===== src/hdl/dpi2c_defs.vh =====
// constants of the digital potentiometer serial slave front end
// assumes the includer runs ref_clk at the period given below
`ifndef DPI2C_DEFS_VH
`define DPI2C_DEFS_VH

// ************************************************************
// timing
// ************************************************************
`define DPI2C_CLK_PERIOD_NS 8
`define DPI2C_SPIKE_NS 10
`define DPI2C_SPIKE_CYCLES ((`DPI2C_SPIKE_NS + `DPI2C_CLK_PERIOD_NS - 1) / `DPI2C_CLK_PERIOD_NS)

// ************************************************************
// addressing
// ************************************************************
// arbitrary value for the fixed upper address bits
`define DPI2C_ADDR_FIXED 4'h9
`define DPI2C_GC_ADDR 7'h00
`define DPI2C_HS_CODE 5'h01
`define DPI2C_STRAP_PINS 3

// ************************************************************
// general call commands, upper six command bits
// ************************************************************
`define DPI2C_GC_WR_W0 6'h20
`define DPI2C_GC_WR_W1 6'h24
`define DPI2C_GC_WR_TERM 6'h30
`define DPI2C_GC_INC_W0 6'h21
`define DPI2C_GC_INC_W1 6'h25
`define DPI2C_GC_DEC_W0 6'h22
`define DPI2C_GC_DEC_W1 6'h26

// ************************************************************
// reset values
// ************************************************************
`define DPI2C_LINE_IDLE 1'b1

`endif


===== src/hdl/dpi2c_filter.v =====
// two-flop synchroniser with a spike filter on one bus line
// assumes din is asynchronous to ref_clk
`timescale 1ns/1ps
`default_nettype none
`include "dpi2c_defs.vh"

module dpi2c_filter #(
  parameter [3:0] SPIKE_CYCLES = `DPI2C_SPIKE_CYCLES
) (
  input wire ref_clk,
  input wire resetn,
  input wire din,
  input wire long_en,
  output reg q
);

  reg s1;
  reg s2;
  reg [3:0] cnt;
  wire [3:0] lim;

  assign lim = long_en ? SPIKE_CYCLES : 4'h1;

  // ************************************************************
  // synchroniser
  // ************************************************************
  always @(posedge ref_clk or negedge resetn) begin
    if (!resetn) begin
      s1 <= `DPI2C_LINE_IDLE;
      s2 <= `DPI2C_LINE_IDLE;
    end else begin
      s1 <= din;
      s2 <= s1;
    end
  end

  // ************************************************************
  // change only after lim stable samples
  // ************************************************************
  always @(posedge ref_clk or negedge resetn) begin
    if (!resetn) begin
      q <= `DPI2C_LINE_IDLE;
      cnt <= 4'h0;
    end else if (s2 == q) begin
      cnt <= 4'h0;
    end else if (cnt >= lim - 4'h1) begin
      q <= s2;
      cnt <= 4'h0;
    end else begin
      cnt <= cnt + 4'h1;
    end
  end

endmodule // dpi2c_filter
`default_nettype wire


===== src/hdl/dpi2c_slave.v =====
// serial slave front end of a volatile digital potentiometer
// assumes scl, sda and straps are pins; enable and tx_data share ref_clk
`timescale 1ns/1ps
`default_nettype none
`include "dpi2c_defs.vh"

module dpi2c_slave #(
  parameter STRAP_PINS = `DPI2C_STRAP_PINS
) (
  input wire ref_clk,
  input wire resetn,
  input wire scl_i,
  input wire sda_i,
  output reg sda_o,
  output reg sda_oe,
  input wire addr_strap_bit_0,
  input wire addr_strap_bit_1,
  input wire addr_strap_bit_2,
  input wire general_call_enable,
  input wire [7:0] tx_data,
  output reg rd_strobe,
  output reg hs_mode,
  output reg high_voltage_cmd_select,
  output reg addr_match,
  output reg addr_rw,
  output reg [7:0] rx_data,
  output reg rx_valid,
  output reg wiper0_wr,
  output reg wiper1_wr,
  output reg terminal_control_reg_wr,
  output reg [8:0] wr_value,
  output reg wiper0_inc,
  output reg wiper1_inc,
  output reg wiper0_dec,
  output reg wiper1_dec,
  output reg bus_collision
);

  // ************************************************************
  // states and actions
  // ************************************************************
  localparam [7:0] S_IDLE = 8'h01;
  localparam [7:0] S_ADDR = 8'h02;
  localparam [7:0] S_GCCMD = 8'h04;
  localparam [7:0] S_GCDAT = 8'h08;
  localparam [7:0] S_GCIGN = 8'h10;
  localparam [7:0] S_WRDAT = 8'h20;
  localparam [7:0] S_RDDAT = 8'h40;
  localparam [7:0] S_HSWAIT = 8'h80;

  localparam A_W0WR = 0;
  localparam A_W1WR = 1;
  localparam A_TCWR = 2;
  localparam A_W0INC = 3;
  localparam A_W1INC = 4;
  localparam A_W0DEC = 5;
  localparam A_W1DEC = 6;
  localparam A_RXV = 7;
  localparam A_ADDR = 8;

  wire scl_f, sda_f;
  reg scl_p, sda_p;
  reg [2:0] strap_s1, strap_s2;
  reg strap0_lat;
  reg [2:0] strap0_wait;
  reg [7:0] state, ack_next, dec_next;
  reg [3:0] cnt;
  reg [7:0] sh, tx_sh;
  reg m_ack, gc_msb, dec_ack, dec_hs;
  reg [8:0] act, dec_act;
  reg [2:0] gc_tgt, dec_tgt;
  wire [6:0] my_addr;
  wire start_det, stop_det, scl_rise, scl_fall;

  // ************************************************************
  // line conditioning
  // ************************************************************
  dpi2c_filter u_scl_filter (
    .ref_clk(ref_clk),
    .resetn(resetn),
    .din(scl_i),
    .long_en(hs_mode),
    .q(scl_f)
  );
  dpi2c_filter u_sda_filter (
    .ref_clk(ref_clk),
    .resetn(resetn),
    .din(sda_i),
    .long_en(hs_mode),
    .q(sda_f)
  );

  always @(posedge ref_clk or negedge resetn) begin
    if (!resetn) begin
      scl_p <= `DPI2C_LINE_IDLE;
      sda_p <= `DPI2C_LINE_IDLE;
    end else begin
      scl_p <= scl_f;
      sda_p <= sda_f;
    end
  end

  assign start_det = scl_f & scl_p & sda_p & ~sda_f;
  assign stop_det = scl_f & scl_p & ~sda_p & sda_f;
  assign scl_rise = scl_f & ~scl_p;
  assign scl_fall = ~scl_f & scl_p;

  // ************************************************************
  // address straps
  // ************************************************************
  always @(posedge ref_clk or negedge resetn) begin
    if (!resetn) begin
      strap_s1 <= 3'h7;
      strap_s2 <= 3'h7;
      strap0_lat <= 1'b1;
      strap0_wait <= 3'h0;
      high_voltage_cmd_select <= 1'b0;
    end else begin
      strap_s1 <= {addr_strap_bit_2, addr_strap_bit_1, addr_strap_bit_0};
      strap_s2 <= strap_s1;
      high_voltage_cmd_select <= strap_s2[0];
      // stage two holds a real pin sample only from the third edge on
      strap0_wait <= {strap0_wait[1:0], 1'b1};
      if (strap0_wait == 3'h3) begin
        strap0_lat <= strap_s2[0];
      end
    end
  end

  assign my_addr = (STRAP_PINS >= 3) ? {`DPI2C_ADDR_FIXED, strap_s2[2:1], strap0_lat} :
                   (STRAP_PINS == 2) ? {`DPI2C_ADDR_FIXED, 1'b1, strap_s2[1], strap0_lat} :
                   {`DPI2C_ADDR_FIXED, 2'b11, strap0_lat};

  // ************************************************************
  // byte decision at the start of the acknowledge slot
  // ************************************************************
  always @* begin
    dec_ack = 1'b0;
    dec_hs = 1'b0;
    dec_next = S_IDLE;
    dec_act = 9'h000;
    dec_tgt = gc_tgt;
    case (state)
      S_ADDR: begin
        if (sh[7:3] == `DPI2C_HS_CODE) begin
          dec_hs = 1'b1;
          dec_next = S_HSWAIT;
        end else if (sh[7:1] == `DPI2C_GC_ADDR && !sh[0]) begin
          dec_ack = general_call_enable;
          dec_next = general_call_enable ? S_GCCMD : S_IDLE;
        end else if (sh[7:1] == my_addr) begin
          dec_ack = 1'b1;
          dec_next = sh[0] ? S_RDDAT : S_WRDAT;
          dec_act[A_ADDR] = 1'b1;
        end else begin
          dec_next = S_IDLE;
        end
      end
      S_GCCMD: begin
        dec_next = S_GCIGN;
        dec_ack = !sh[0];
        if (!sh[0]) begin
          case (sh[7:2])
            `DPI2C_GC_WR_W0: begin
              dec_next = S_GCDAT;
              dec_tgt = 3'h1;
            end
            `DPI2C_GC_WR_W1: begin
              dec_next = S_GCDAT;
              dec_tgt = 3'h2;
            end
            `DPI2C_GC_WR_TERM: begin
              dec_next = S_GCDAT;
              dec_tgt = 3'h4;
            end
            `DPI2C_GC_INC_W0: dec_act[A_W0INC] = 1'b1;
            `DPI2C_GC_INC_W1: dec_act[A_W1INC] = 1'b1;
            `DPI2C_GC_DEC_W0: dec_act[A_W0DEC] = 1'b1;
            `DPI2C_GC_DEC_W1: dec_act[A_W1DEC] = 1'b1;
            default: begin
              dec_ack = 1'b0;
              dec_next = S_IDLE;
            end
          endcase
        end else begin
          dec_next = S_IDLE;
        end
      end
      S_GCDAT: begin
        dec_ack = 1'b1;
        dec_next = S_GCIGN;
        dec_act[2:0] = gc_tgt;
      end
      S_GCIGN: begin
        dec_next = S_GCIGN;
      end
      S_WRDAT: begin
        dec_ack = 1'b1;
        dec_next = S_WRDAT;
        dec_act[A_RXV] = 1'b1;
      end
      S_RDDAT: begin
        dec_next = S_RDDAT;
      end
      default: begin
        dec_next = S_IDLE;
      end
    endcase
  end

  // ************************************************************
  // bit engine
  // ************************************************************
  always @(posedge ref_clk or negedge resetn) begin
    if (!resetn) begin
      state <= S_IDLE;
      ack_next <= S_IDLE;
      cnt <= 4'h0;
      sh <= 8'h00;
      tx_sh <= 8'h00;
      m_ack <= 1'b0;
      act <= 9'h000;
      gc_tgt <= 3'h0;
      gc_msb <= 1'b0;
      sda_o <= 1'b0;
      sda_oe <= 1'b0;
      hs_mode <= 1'b0;
      addr_match <= 1'b0;
      addr_rw <= 1'b0;
      rx_data <= 8'h00;
      rx_valid <= 1'b0;
      rd_strobe <= 1'b0;
      wiper0_wr <= 1'b0;
      wiper1_wr <= 1'b0;
      terminal_control_reg_wr <= 1'b0;
      wr_value <= 9'h000;
      wiper0_inc <= 1'b0;
      wiper1_inc <= 1'b0;
      wiper0_dec <= 1'b0;
      wiper1_dec <= 1'b0;
      bus_collision <= 1'b0;
    end else begin
      addr_match <= 1'b0;
      rx_valid <= 1'b0;
      rd_strobe <= 1'b0;
      wiper0_wr <= 1'b0;
      wiper1_wr <= 1'b0;
      terminal_control_reg_wr <= 1'b0;
      wiper0_inc <= 1'b0;
      wiper1_inc <= 1'b0;
      wiper0_dec <= 1'b0;
      wiper1_dec <= 1'b0;
      bus_collision <= 1'b0;
      // sda is only ever pulled low, scl is never driven
      sda_o <= 1'b0;
      if (stop_det) begin
        state <= S_IDLE;
        cnt <= 4'h0;
        sda_oe <= 1'b0;
        act <= 9'h000;
        hs_mode <= 1'b0;
      end else if (start_det) begin
        state <= S_ADDR;
        cnt <= 4'h0;
        sda_oe <= 1'b0;
        act <= 9'h000;
      end else if (state == S_HSWAIT) begin
        if ((scl_rise && !sda_f) || scl_fall) begin
          state <= S_IDLE;
          bus_collision <= 1'b1;
        end
      end else if (state != S_IDLE) begin
        if (scl_rise) begin
          if (cnt < 4'h8) begin
            sh <= {sh[6:0], sda_f};
          end
          if (cnt == 4'h8) begin
            m_ack <= ~sda_f;
          end
          if (cnt != 4'h9) begin
            cnt <= cnt + 4'h1;
          end
        end else if (scl_fall) begin
          if (cnt == 4'h8) begin
            sda_oe <= dec_ack;
            ack_next <= dec_next;
            act <= dec_act;
            gc_tgt <= dec_tgt;
            if (state == S_GCCMD) begin
              gc_msb <= sh[1];
            end
            if (dec_hs) begin
              hs_mode <= 1'b1;
            end
          end else if (cnt == 4'h9) begin
            // acknowledge slot over: commit and move on
            cnt <= 4'h0;
            act <= 9'h000;
            sda_oe <= 1'b0;
            wiper0_wr <= act[A_W0WR];
            wiper1_wr <= act[A_W1WR];
            terminal_control_reg_wr <= act[A_TCWR];
            wiper0_inc <= act[A_W0INC];
            wiper1_inc <= act[A_W1INC];
            wiper0_dec <= act[A_W0DEC];
            wiper1_dec <= act[A_W1DEC];
            rx_valid <= act[A_RXV];
            addr_match <= act[A_ADDR];
            if (act[2:0] != 3'h0) begin
              wr_value <= {gc_msb, sh};
            end
            if (act[A_RXV]) begin
              rx_data <= sh;
            end
            if (act[A_ADDR]) begin
              addr_rw <= sh[0];
            end
            if (ack_next == S_RDDAT && (state != S_RDDAT || m_ack)) begin
              state <= S_RDDAT;
              tx_sh <= {tx_data[6:0], 1'b0};
              sda_oe <= ~tx_data[7];
              rd_strobe <= 1'b1;
            end else if (state == S_RDDAT) begin
              state <= S_IDLE;
            end else begin
              state <= ack_next;
            end
          end else if (state == S_RDDAT) begin
            sda_oe <= ~tx_sh[7];
            tx_sh <= {tx_sh[6:0], 1'b0};
          end
        end
      end
    end
  end

endmodule // dpi2c_slave
`default_nettype wire


===== config.mk =====
export PLATFORM = sky130hd
export DESIGN_NAME = dpi2c_slave
export DESIGN_NICKNAME = d
export VERILOG_FILES = /design/src/hdl/dpi2c_filter.v /design/src/hdl/dpi2c_slave.v
export VERILOG_INCLUDE_DIRS = /design/src /design/src/hdl
export SDC_FILE = /design/constraint.sdc
export NUM_CORES = 1
export LEC_CHECK = 0
export ABC_AREA = 1
export BUFFER_PORTS_ARGS = -buffer_cell sky130_fd_sc_hd__buf_2
export CORE_MARGIN = 2
export CORE_UTILIZATION = 46
export DETAILED_ROUTE_END_ITERATION = 8
export GPL_ROUTABILITY_DRIVEN = 0
export PLACE_DENSITY_LB_ADDON = 0.25
export SYNTH_ARGS = -nofsm -noshare
export SYNTH_HDL_FRONTEND = slang
export SYNTH_SLANG_ARGS = --single-unit

===== constraint.sdc =====
create_clock -name ref_clk -period 2.7 [get_ports ref_clk]
set_input_delay 0.405 -clock ref_clk [delete_from_list [all_inputs] [get_ports ref_clk]]
set_output_delay 0.405 -clock ref_clk [all_outputs]
set_load 0.03 [all_outputs]

---- Word-level counts from Yosys, hierarchy flattened ----
Index checks and enable logic that the tools add are counted.
word-level totals
  bits in registers ....................... 108
operators by class
  equality and inequality tests ........... 36
  $lt $le $gt $ge ......................... 3
  reductions and logical operators ........ 45
  multiplexer cells ....................... 167
  add/subtract/negate cells ............... 4
  bitwise gates (word level) .............. 21
operator list
  operator                                        number
  two-way mux 8 bit                               15
  two-way mux 1 bit                               118
  two-way mux 9 bit                               8
  two-way mux 4 bit                               15
  == test 6 bit (second input constant)           7
  one-hot mux 8 bit (5 select lines)              1
  AND reduction 9 bit                             4
  AND reduction 6 bit                             4
  nonzero test 4 bit                              6
  two-way mux 7 bit                               3
  == test 8 x 7 -> 1 bit (second input constant)  2
  NOT 1 bit                                       14
  AND reduction 7 bit                             2
  adder 4 x 1 -> 4 bit (second input constant)    3
  != test 4 x 3 -> 1 bit (second input constant)  3
  != test 4 bit (second input constant)           3
  nonzero test 3 bit                              4
  one-hot mux 5 bit (2 select lines)              1
  AND reduction 10 bit                            1
  AND reduction 5 bit                             2
  nonzero test 2 bit                              5
  one-hot mux 3 bit (3 select lines)              1
  == test 4 bit (second input constant)           2
  == test 8 x 2 -> 1 bit (second input constant)  1
  33 further kinds                                51

---- Logic depth before layout (Yosys ltp) ----
Gate-level depths: netlist of run 1.
  depth in word-level cells ............... 12
  mapped depth ............................ 12

---- By module ----
From an unflattened synthesis of run 1, not the netlist that was laid out.
second synthesis, totals
  cells, all modules ...................... 601
  area, all modules ....................... 5,131.2 um2
modules (own cells, without submodules)
  module        instances  area each (um2)  cells each
  dpi2c_slave   1          4,518.1          539
  dpi2c_filter  2          306.5            31

---- Least setup slack after synthesis of run 1 ----
Ideal clock, no wire load.
  path kind ............................... register -> register
  start ................................... register scl_p
  end ..................................... register wr_value[8]
  cell stages (with the launch flop) ...... 11
  required time ........................... 2.581 ns
  period minus slack after synthesis ...... 1.808 ns
  path slack .............................. 0.892 ns
  arrival ................................. 1.690 ns
  path through ............................ dfstp_2 > inv_1 > ha_1 > buf_2 > inv_1 > nand3_4 > nor2_8 > nand3_4 > buf_6 > nand2_1 > o21ai_2
between the ends
  cells in the longest elaborated chain, start to end .. 5
RTL lines
  element                                            line                                  source
  start: declaration                                 dpi2c_slave.v:62                      reg scl_p, sda_p;
  start signal: assignment                           dpi2c_slave.v:95                      scl_p <= `DPI2C_LINE_IDLE;
  start signal: assignment                           dpi2c_slave.v:98                      scl_p <= scl_f;
  AND 1 bit                                          dpi2c_slave.v:103, dpi2c_slave.v:104
  AND 1 bit, on equally long branches (2 in series)  dpi2c_slave.v:104, dpi2c_slave.v:103
  NOT 1 bit (no line)                                -
  AND reduction 9 bit (no line) (*)                  -
  end signal: assignment                             dpi2c_slave.v:310                     wr_value <= {gc_msb, sh};
  end: declaration                                   dpi2c_slave.v:31                      output reg [8:0] wr_value,
Mark *: on every way between the ends. The rest lies on a longest branch, timed or not.
A chain may end at the register's enable or synchronous reset.

---- Worst setup path after layout of run 1 ----
  start ................................... register u_scl_filter.q
  end ..................................... register wr_value[6]
between the ends
  cells in the longest elaborated chain, start to end .. 5
RTL lines
  element                                            line                                  source
  start: declaration                                 dpi2c_filter.v:14                     output reg q
  start signal: assignment                           dpi2c_filter.v:42                     q <= `DPI2C_LINE_IDLE;
  AND 1 bit                                          dpi2c_slave.v:103, dpi2c_slave.v:104
  AND 1 bit, on equally long branches (2 in series)  dpi2c_slave.v:104, dpi2c_slave.v:103
  NOT 1 bit (no line)                                -
  AND reduction 9 bit (no line) (*)                  -
Marks and branches as above.

==> results of run 1 <==
sequential cells by signal, summed over array words and instances, names as in the netlist, 4 cells and up:
signal,count
act,9
rx_data,8
state,8
u_sda_filter.cnt,4
ack_next,7
cnt,4
wr_value,9
u_scl_filter.cnt,4
sh,8
tx_sh,7
cell families (layout without fill, tap and decap cells):
family / count (synthesis) / in the layout / synth area share, %
DFF: 106 / 106 / 51.6
and+or+nand+nor: 339 / 339 / 31.1
other: 2 / 4 / 0.145
buffers and inverters: 71 / 125 / 6.13
adders and majority gates: 10 / 10 / 2.41
AOI/OAI and AO/OA: 65 / 65 / 7.92
xor gates and xnor gates: 4 / 4 / 0.676
Yosys cell counts, types with 4 or more instances:
master / instances
nor2_2: 6
dfstp_2: 17
nor2_1: 49
nand3_1: 41
buf_6: 5
dfrtp_1: 89
nor2_4: 4
nand2_4: 4
o21ai_2: 18
inv_2: 11
nor3_1: 14
o21ai_1: 10
ha_1: 10
nand4_1: 14
nand3_2: 5
nor3b_1: 6
nand2_1: 178
o21ai_0: 23
inv_1: 48
nand2_2: 7
a21oi_1: 11
cell type report:
cell class / count / area, um^2
Clock inverter: 5 / 62.6
Tap cell: 140 / 175
Inverter: 60 / 225
Multi-Input combinational cell: 422 / 2200
Clock buffer: 10 / 239
Sequential cell: 106 / 2670
Timing Repair Buffer: 50 / 273
Fill cell: 1045 / 5090
through the flow:
stage          hold slack (ns)  instance area [um^2]  power, mW  utilization, %
3_5_place_dp             0.347                  5540       2.39            50.7
3_3_place_gp             0.346                  5540       2.38            50.7
4_1_cts                  0.123                  5850       3.74            53.5
5_1_grt                  0.130                  5850       3.91            53.5
2_1_floorplan            0.109                  5190       2.22               -
6_report                0.0944                  5850       3.70            53.5
where the power goes:
part	total (mW)	internal, mW	switching, mW
clock network	1.34	0.746	0.596
logic	0.580	0.152	0.428
registers	1.78	1.68	0.0998
total	3.70	2.58	1.12
worst paths after layout:
path	startpoint	endpoint	slack, ns	cells after the start
max	u_scl_filter.q	wr_value[6]	0.55	9
min	resetn	high_voltage_cmd_select	0.09	1
max reg2reg	u_scl_filter.q	wr_value[6]	0.55	9
min reg2reg	u_sda_filter.s1	u_sda_filter.s2	0.35	0
max in group asynchronous	resetn	u_scl_filter.s1	1.91	2
min in group ref_clk	addr_strap_bit_2	strap_s1[2]	0.15	1
worst reg2reg max path: stages (launching register included):
cell and delay [ns]:
dfstp_2 0.40, ha_1 0.25, nand2_1 0.08, nand2_1 0.04, nand2_1 0.34, nand2_1 0.23
nor2_8 0.22, nand3_4 0.24, nand2_1 0.17, o21ai_2 0.07
metal layers:
metal	track usage, %	part of all wire [%]	vias to the layer above
met5	0	0	-
met4	7.59	1.8	0
met3	4.47	3.8	16
met2	32.1	48	63
met1	27.3	47	1905
li1	-	-	2025
==> flow_summary.json, run 1 <==
{
  "cts_buffers": 9,
  "drv_slew": 0,
  "cp_cell_sequence": "ha_1 -> nand2_1 -> nand2_1 -> nand2_1 -> nand2_1 -> nor2_8 -> nand3_4 -> nand2_1 -> o21ai_2",
  "syn_avg_cell_area_um2": 8.68,
  "path_buf_inv": 0,
  "worstPathRequired_ns": 2.94,
  "outcome": "finished clean",
  "critPathMostFrequentCell": "nand2_1",
  "viasPerCell": 5.06,
  "pre_cts_ws_ns": 0.574,
  "cp_max_fo": 18,
  "cts_sinks": 106,
  "drtPass1Iterations": 4,
  "drt_wl_total_mm": 10.9,
  "die_area_um2": 12100,
  "period_minus_slack_ns": 2.15,
  "fin_setup_tns_ns": 0,
  "setup_violations": 0,
  "cp-start-kind": "register",
  "grt_max_degree": 55,
  "drive_above_1_share_pct": 22.2,
  "area_delta_synth_final_pct": 12.8,
  "cap_violations": 0,
  "layout_commonest_cell": "nand2_1",
  "setup.worst_path.class": "register to register",
  "setup_ws_ns": 0.545,
  "synth_top_area_share_pct": 43.0,
  "ant_nets": 0,
  "power_density_nw_per_um2": 634,
  "portBuffers": 47,
  "ys_seq_area_share_pct": 51.6,
  "root_buffer": "clkbuf_16",
  "wl_per_cell_um": 13.7,
  "final_cell_count_no_fill": 793,
  "cts_setup_buffers": 0,
  "synth_edf_count": 0,
  "yosysTopAreaCell": "dfrtp_1",
  "slew_headroom_pct": 54.1,
  "clkLatencyLatePin_ns": 0.35,
  "die_w_um": 110,
  "crit_family": "simple AND/OR/NAND/NOR gates",
  "clk_pin_slew_ns": 0.07,
  "max_freq_mhz": 464,
  "fin_nets": 675,
  "placedCellCount": 778,
  "hold_viol_final": 0,
  "rsz0062_at_grt": "false",
  "start_util_pct": 47.4,
  "tightest_slew_ns": 0.688,
  "ir_drop_mv": 0.681,
  "slowest_stage": "dfstp_2",
  "drt_iter0_markers": 286,
  "dr_total_vias": 4009,
  "die_h_um": 110,
  "end_kind": "register",
  "fin_crit_sh_pct": 79.8,
  "leakage_nw": 2.87,
  "ctsHoldBuffers": 0,
  "async_reset_ff_share_pct": 100,
  "grt_pass1_vias": 3973,
  "layout_common_cells": "nand2_1, dfrtp_1, nor2_1, inv_1, buf_2",
  "synth_cells": 597,
  "hpwl_mm": 8.07,
  "ys_ff_latch": 106,
  "antenna_found_initial": 0,
  "row_count": 38,
  "grt_overflow": 0,
  "cts.path.max_buffers": 2,
  "holdCritPathClass": "input port to async pin",
  "remaining_drc_errors": 0,
  "arrival_ns": 2.40,
  "cts_resized": 0,
  "synth_flop_cell": "dfrtp_1",
  "diodes": 0,
  "synthDistinctLibCells": 37,
  "syn-cell-area_um2": 5180,
  "synthTopCellsByArea": "dfrtp_1, nand2_1, dfstp_2, nand3_1, nor2_1",
  "max_stage_delay_ns": 0.40,
  "fin_skew_ns": 0.0101,
  "core_um2": 10900,
  "cts_tree": "built",
  "pin_count": 49,
  "ys_warn_count": 0,
  "h-tree-depth": 3,
  "grt_usage_pct": 20.3,
  "grt_pass1_wl_mm": 18.9
}
Note: power is estimated with default switching activity, not from simulation.
==> inputs of run 2 (changes only) <==
==> constraint.sdc (replaced) <==
create_clock -name ref_clk -period 2.08 [get_ports ref_clk]
set_input_delay 0.312 -clock ref_clk [delete_from_list [all_inputs] [get_ports ref_clk]]
set_output_delay 0.312 -clock ref_clk [all_outputs]
set_load 0.03 [all_outputs]
==> run 2 against run 1 <==
  * Utilization increased by 1.1 points
  * Count of clock-buffer cells in the layout rose by 1
  * Worst hold slack got worse by 0.050 ns
  * Flip-flop and latch count unchanged
  * First-iteration DRC count increased by 1.7%
  * Power increased by 33%
  * Fmax is 10% higher
  * Clock power is 36% higher
  * Combinational power up 37%
  * Sequential power rose by 30%
==> flow_summary.json, run 2 (synthesis results as in run 1) <==
{
  "leakage_nw": 2.95,
  "clkLatencyLatePin_ns": 0.36,
  "reg.largest.list": "act (9), wr_value (9)",
  "ir_drop_mv": 0.785,
  "root_buffer": "clkbuf_16",
  "critPathLaunch": "scl_p",
  "cts_sinks": 106,
  "period_minus_slack_ns": 1.95,
  "cp_max_fo": 13,
  "cts_buffers": 9,
  "viasPerCell": 5.11,
  "tightest_slew_ns": 0.653,
  "slew_headroom_pct": 56.0,
  "clk_pin_slew_ns": 0.07,
  "holdWs_ns": 0.0446,
  "antenna_found_initial": 0,
  "drive_above_1_share_pct": 23.8,
  "drtPass1Iterations": 5,
  "cts.path.max_buffers": 2,
  "arrival_ns": 2.21,
  "dr_total_vias": 4111,
  "final_core_util_pct": 54.5,
  "power_density_nw_per_um2": 826,
  "fin_nets": 686,
  "diodes": 0,
  "setup_violations": 0,
  "reg2regPathDepth": 8,
  "die_w_um": 110,
  "rr_startpoint": "scl_p",
  "core_um2": 10900,
  "grt_max_degree": 66,
  "portBuffers": 47,
  "fin_skew_ns": 0.00879,
  "end_kind": "register",
  "ant_nets": 0,
  "start_util_pct": 47.4,
  "hold_viol_final": 0,
  "whs_path_depth": 1,
  "finalPower_mw": 4.93,
  "die_area_um2": 12100,
  "placed_area_um2": 5620,
  "final_cell_count_no_fill": 805,
  "fillCellCount": 1025,
  "setup.worst_path.class": "register to register",
  "h-tree-depth": 3,
  "pin_count": 49,
  "row_count": 38,
  "setup_ws_ns": 0.130,
  "grt_overflow": 0,
  "cp-start-kind": "register",
  "cts_setup_buffers": 0,
  "outcome": "finished clean",
  "worstPathRequired_ns": 2.34,
  "drt_wl_total_mm": 11.2,
  "area_delta_synth_final_pct": 15.1,
  "remaining_drc_errors": 0,
  "fin_crit_sh_pct": 93.8,
  "max_freq_mhz": 513,
  "min_from": "addr_strap_bit_0",
  "cts_tree": "built",
  "grt_usage_pct": 20.5,
  "finish.instance_area_um2": 5960,
  "pre_cts_ws_ns": 0.109,
  "hpwl_mm": 8.13,
  "holdCritPathClass": "input port to register",
  "cap_violations": 0,
  "layout_common_cells": "nand2_1, dfrtp_1, nor2_1, inv_1, buf_2",
  "layout_commonest_cell": "nand2_1",
  "grt_pass1_vias": 4074,
  "grt_pass1_wl_mm": 19.1,
  "drv_slew": 0,
  "placedCellCount": 788,
  "die_h_um": 110,
  "wl_per_cell_um": 13.9,
  "fin_setup_tns_ns": 0,
  "drt_iter0_markers": 291
}
run 2: power by group:
| group | internal, mW | switching, mW |
|---|---|---|
| clock network | 1.02 | 0.807 |
| registers | 2.18 | 0.128 |
| logic | 0.219 | 0.574 |
| total | 3.42 | 1.51 |
run 2: final timing paths:
kind / end / slack [ns]
setup / recovery: gc_tgt[2] / 0.13
hold / removal: strap_s1[0] / 0.04
setup reg to reg: gc_tgt[2] / 0.13
hold reg to reg: u_sda_filter.s2 / 0.36
max in group asynchronous: strap_s1[1] / 0.92
min in group asynchronous: strap0_wait[0] / 0.44
run 2: timing repair:
item / in CTS / in global routing
hold endpoints to repair: 24 / 0
hold buffers: 1 / 0
setup endpoints to repair: 0 / 30
resized for setup: 0 / 4
run 2: critical path, stage by stage (launching register included):
cell	delay, ns
dfstp_2	0.56
inv_1	0.05
ha_1	0.25
nor2_1	0.26
nand2_4	0.14
nor2_4	0.26
nand2_1	0.16
nor2_1	0.11
nor2_1	0.05
run 2: final cells by class:
| cell class | instances | area [um^2] | area share, % |
|---|---|---|---|
| flip-flops and latches | 106 | 2670 | 44.8 |
| repair buffers | 61 | 358 | 6.00 |
| clock buffers | 11 | 253 | 4.24 |
| clock inverters | 5 | 67.6 | 1.13 |
| inverters | 60 | 225 | 3.78 |
| multi-input cells | 422 | 2210 | 37.1 |
| well taps | 140 | 175 | 2.94 |
run 2: routing by layer:
metal,GRT usage [%],vias up,share of wire [%]
met4,7.95,0,2.6
met2,32.4,103,47
met1,27.0,1937,46
met3,5.47,21,4.7
li1,-,2050,-
met5,0,-,0
==> inputs of run 3 (changes only) <==
--- a/config.mk
+++ b/config.mk
@@ -6,7 +6,6 @@
 export SDC_FILE = /design/constraint.sdc
 export NUM_CORES = 1
 export LEC_CHECK = 0
-export ABC_AREA = 1
 export BUFFER_PORTS_ARGS = -buffer_cell sky130_fd_sc_hd__buf_2
 export CORE_MARGIN = 2
 export CORE_UTILIZATION = 46
==> run 3 against run 2 <==
  * Sequential share of layout area fell by 2.0 points
  * Wire length fell by 1.5%
  * The run now ends with setup timing left
  * Largest cell class unchanged
  * Clock skew rose by 0.0055 ns
  * Count of clock-buffer cells in the layout fell by 1
  * Clock power fell by 24%
  * Die area fell by 3.1%
  * Worst hold slack got worse by 0.023 ns
==> flow_summary.json, run 3 <==
{
  "outcome": "complete, but fails checks",
  "violations": "setup timing",
  "pin_count": 49,
  "max_freq_mhz": 477,
  "synth_cells": 441,
  "placed_area_um2": 5790,
  "ir_drop_mv": 0.618,
  "h-tree-depth": 3,
  "cap_violations": 0,
  "fin_crit_sh_pct": 101,
  "holdWs_ns": 0.0211,
  "synth_edf_count": 0,
  "ys_seq_area_share_pct": 53.3,
  "fin_nets": 577,
  "cts_tree": "built",
  "cp-start-kind": "register",
  "hold_viol_final": 0,
  "rsz0062_at_grt": "true",
  "grt_overflow": 0,
  "antenna_found_initial": 0,
  "synth_flop_cell": "dfrtp_1",
  "synthDistinctLibCells": 64,
  "drv_slew": 0,
  "period_minus_slack_ns": 2.10,
  "synthTopCellsByArea": "dfrtp_1, dfstp_2, mux2_2, nand2_1, ha_1",
  "diodes": 0,
  "dr_total_vias": 3703,
  "die_h_um": 108,
  "slew_headroom_pct": 61.7,
  "area_delta_synth_final_pct": 24.7,
  "holdCritPathClass": "input port to register",
  "ant_nets": 0,
  "hpwl_mm": 7.84,
  "async_reset_ff_share_pct": 100,
  "fin_setup_tns_ns": -0.0452,
  "end_kind": "register",
  "finish.instance_area_um2": 6250,
  "cts_buffers": 9,
  "setup_violations": 4,
  "drt_iter0_markers": 183,
  "drt_wl_total_mm": 11.0,
  "clkLatencyLatePin_ns": 0.39,
  "core_um2": 10700,
  "clk_pin_slew_ns": 0.10,
  "cp_max_fo": 5,
  "viasPerCell": 5.32,
  "ys_top_cells_by_count": "dfrtp_1, nand2_1, mux2_2",
  "syn-cell-area_um2": 5010,
  "grt_usage_pct": 19.9,
  "start_util_pct": 46.7,
  "die_area_um2": 11800,
  "grt_max_degree": 43,
  "ys_warn_count": 0,
  "leakage_nw": 3.04,
  "register_area_um2": 2680,
  "root_buffer": "clkbuf_8",
  "row_count": 38,
  "slowest_stage": "dfrtp_1",
  "layout_common_cells": "dfrtp_1, buf_4, nand2_1, buf_2, mux2_2",
  "worstPathRequired_ns": 2.36,
  "placedCellCount": 667,
  "yosysMostFrequentCell": "dfrtp_1",
  "reg.largest.list": "act (9), wr_value (9)",
  "remaining_drc_errors": 0,
  "wl_per_cell_um": 15.8,
  "tightest_slew_ns": 0.574,
  "finalPower_mw": 4.48,
  "multiInputGateArea_um2": 2290,
  "grt_pass1_vias": 3721,
  "drive_above_1_share_pct": 39.9,
  "setup_ws_ns": -0.0161,
  "yosysTopAreaCell": "dfrtp_1",
  "fillCellCount": 944,
  "max_stage_delay_ns": 0.41,
  "cp_cell_sequence": "inv_2 -> ha_4 -> and3b_2 -> nand2b_4 -> nor4_4 -> o311a_4 -> buf_12 -> mux2_2",
  "fin_skew_ns": 0.0143,
  "power_density_nw_per_um2": 717,
  "synth_top_area_share_pct": 44.4,
  "grt_pass1_wl_mm": 18.1,
  "cts.path.max_buffers": 2,
  "layout_commonest_cell": "dfrtp_1",
  "portBuffers": 47,
  "die_w_um": 108,
  "drtPass1Iterations": 4,
  "ys_ff_latch": 106,
  "arrival_ns": 2.37,
  "cts_sinks": 106,
  "syn_avg_cell_area_um2": 11.4,
  "final_cell_count_no_fill": 696,
  "setup.worst_path.class": "register to register"
}
==> run 3: cell types whose count changed after synthesis, moves of 11 or more <==
cell	before	now
nand2_1	178	55
mux2_2	0	38
inv_1	48	16
nor2_1	49	17
nand3_1	41	15
o21ai_2	18	1
and3_1	0	14
inv_2	11	0
==> run 3: through the flow <==
stage	utilization [%]	setup slack (ns)
6_report	58.2	-0.0161
5_1_grt	58.2	-0.0718
4_1_cts	57.2	-0.00522
3_5_place_dp	53.9	-0.0560
3_3_place_gp	53.9	-0.0184
2_1_floorplan	-	0.0595
==> run 3: logic make-up after synthesis <==
logic type	share of synthesized area [%]
xor gates and xnor gates	1.57
DFF	53.3
adders and majority gates	2.50
AOI/OAI and AO/OA	8.33
and+or+nand+nor	20.4
other	0.150
muxes	10.4
buffers and inverters	3.32
==> run 3: worst max-delay path, delay by kind of cell (launching register included) <==
family | cells | cell delay (ns)
simple gates | 3 | 0.61
flops | 1 | 0.41
mux | 1 | 0.33
compound gates | 1 | 0.31
buf+inv | 2 | 0.22
fa+ha+maj | 1 | 0.13
==> run 3: metal layers <==
metal | up-vias | global-route usage [%] | share of wire (%)
li1 | 1782 | - | -
met4 | 0 | 5.49 | 1.3
met1 | 1822 | 26.1 | 46
met3 | 13 | 5.61 | 4.4
met5 | - | 0 | 0
met2 | 86 | 32.5 | 48
==> run 3: path summary, 6_finish.rpt <==
| kind | from | to | slack, ns | depth (start not counted) |
|---|---|---|---|---|
| worst max-delay path | cnt[1] | wr_value[8] | -0.02 | 8 |
| worst min-delay path | scl_i | u_scl_filter.s1 | 0.02 | 1 |
| worst max register to register | cnt[1] | wr_value[8] | -0.02 | 8 |
| worst min register to register | strap_s1[2] | strap_s2[2] | 0.36 | 0 |
| max in group asynchronous | resetn | state[7] | 0.93 | 3 |
| min in group asynchronous | resetn | u_scl_filter.cnt[3] | 0.46 | 2 |
==> run 3: timing repair <==
action                                 in CTS  in global routing
hold buffers                                4                  0
resized for setup                           9                 22
buffers inserted                            3                  5
pin swaps                                   0                  3
cloned                                      1                  0
setup endpoints to repair                  19                 39
endpoints found under the hold margin      32                  0
==> run 3: power breakdown <==
part           switching, mW  total, mW  internal (mW)
Sequential             0.192       2.38           2.19
Combinational          0.383      0.728          0.344
Clock                  0.757       1.38          0.619
==> run 3: final cells by class <==
class | count | share of cell area (%)
clock buffer | 10 | 2.20
clock inverter | 6 | 1.28
inverter | 16 | 0.961
multi-input combinational | 300 | 36.6
sequential | 106 | 42.8
tap | 140 | 2.80
timing repair buffer | 118 | 13.3
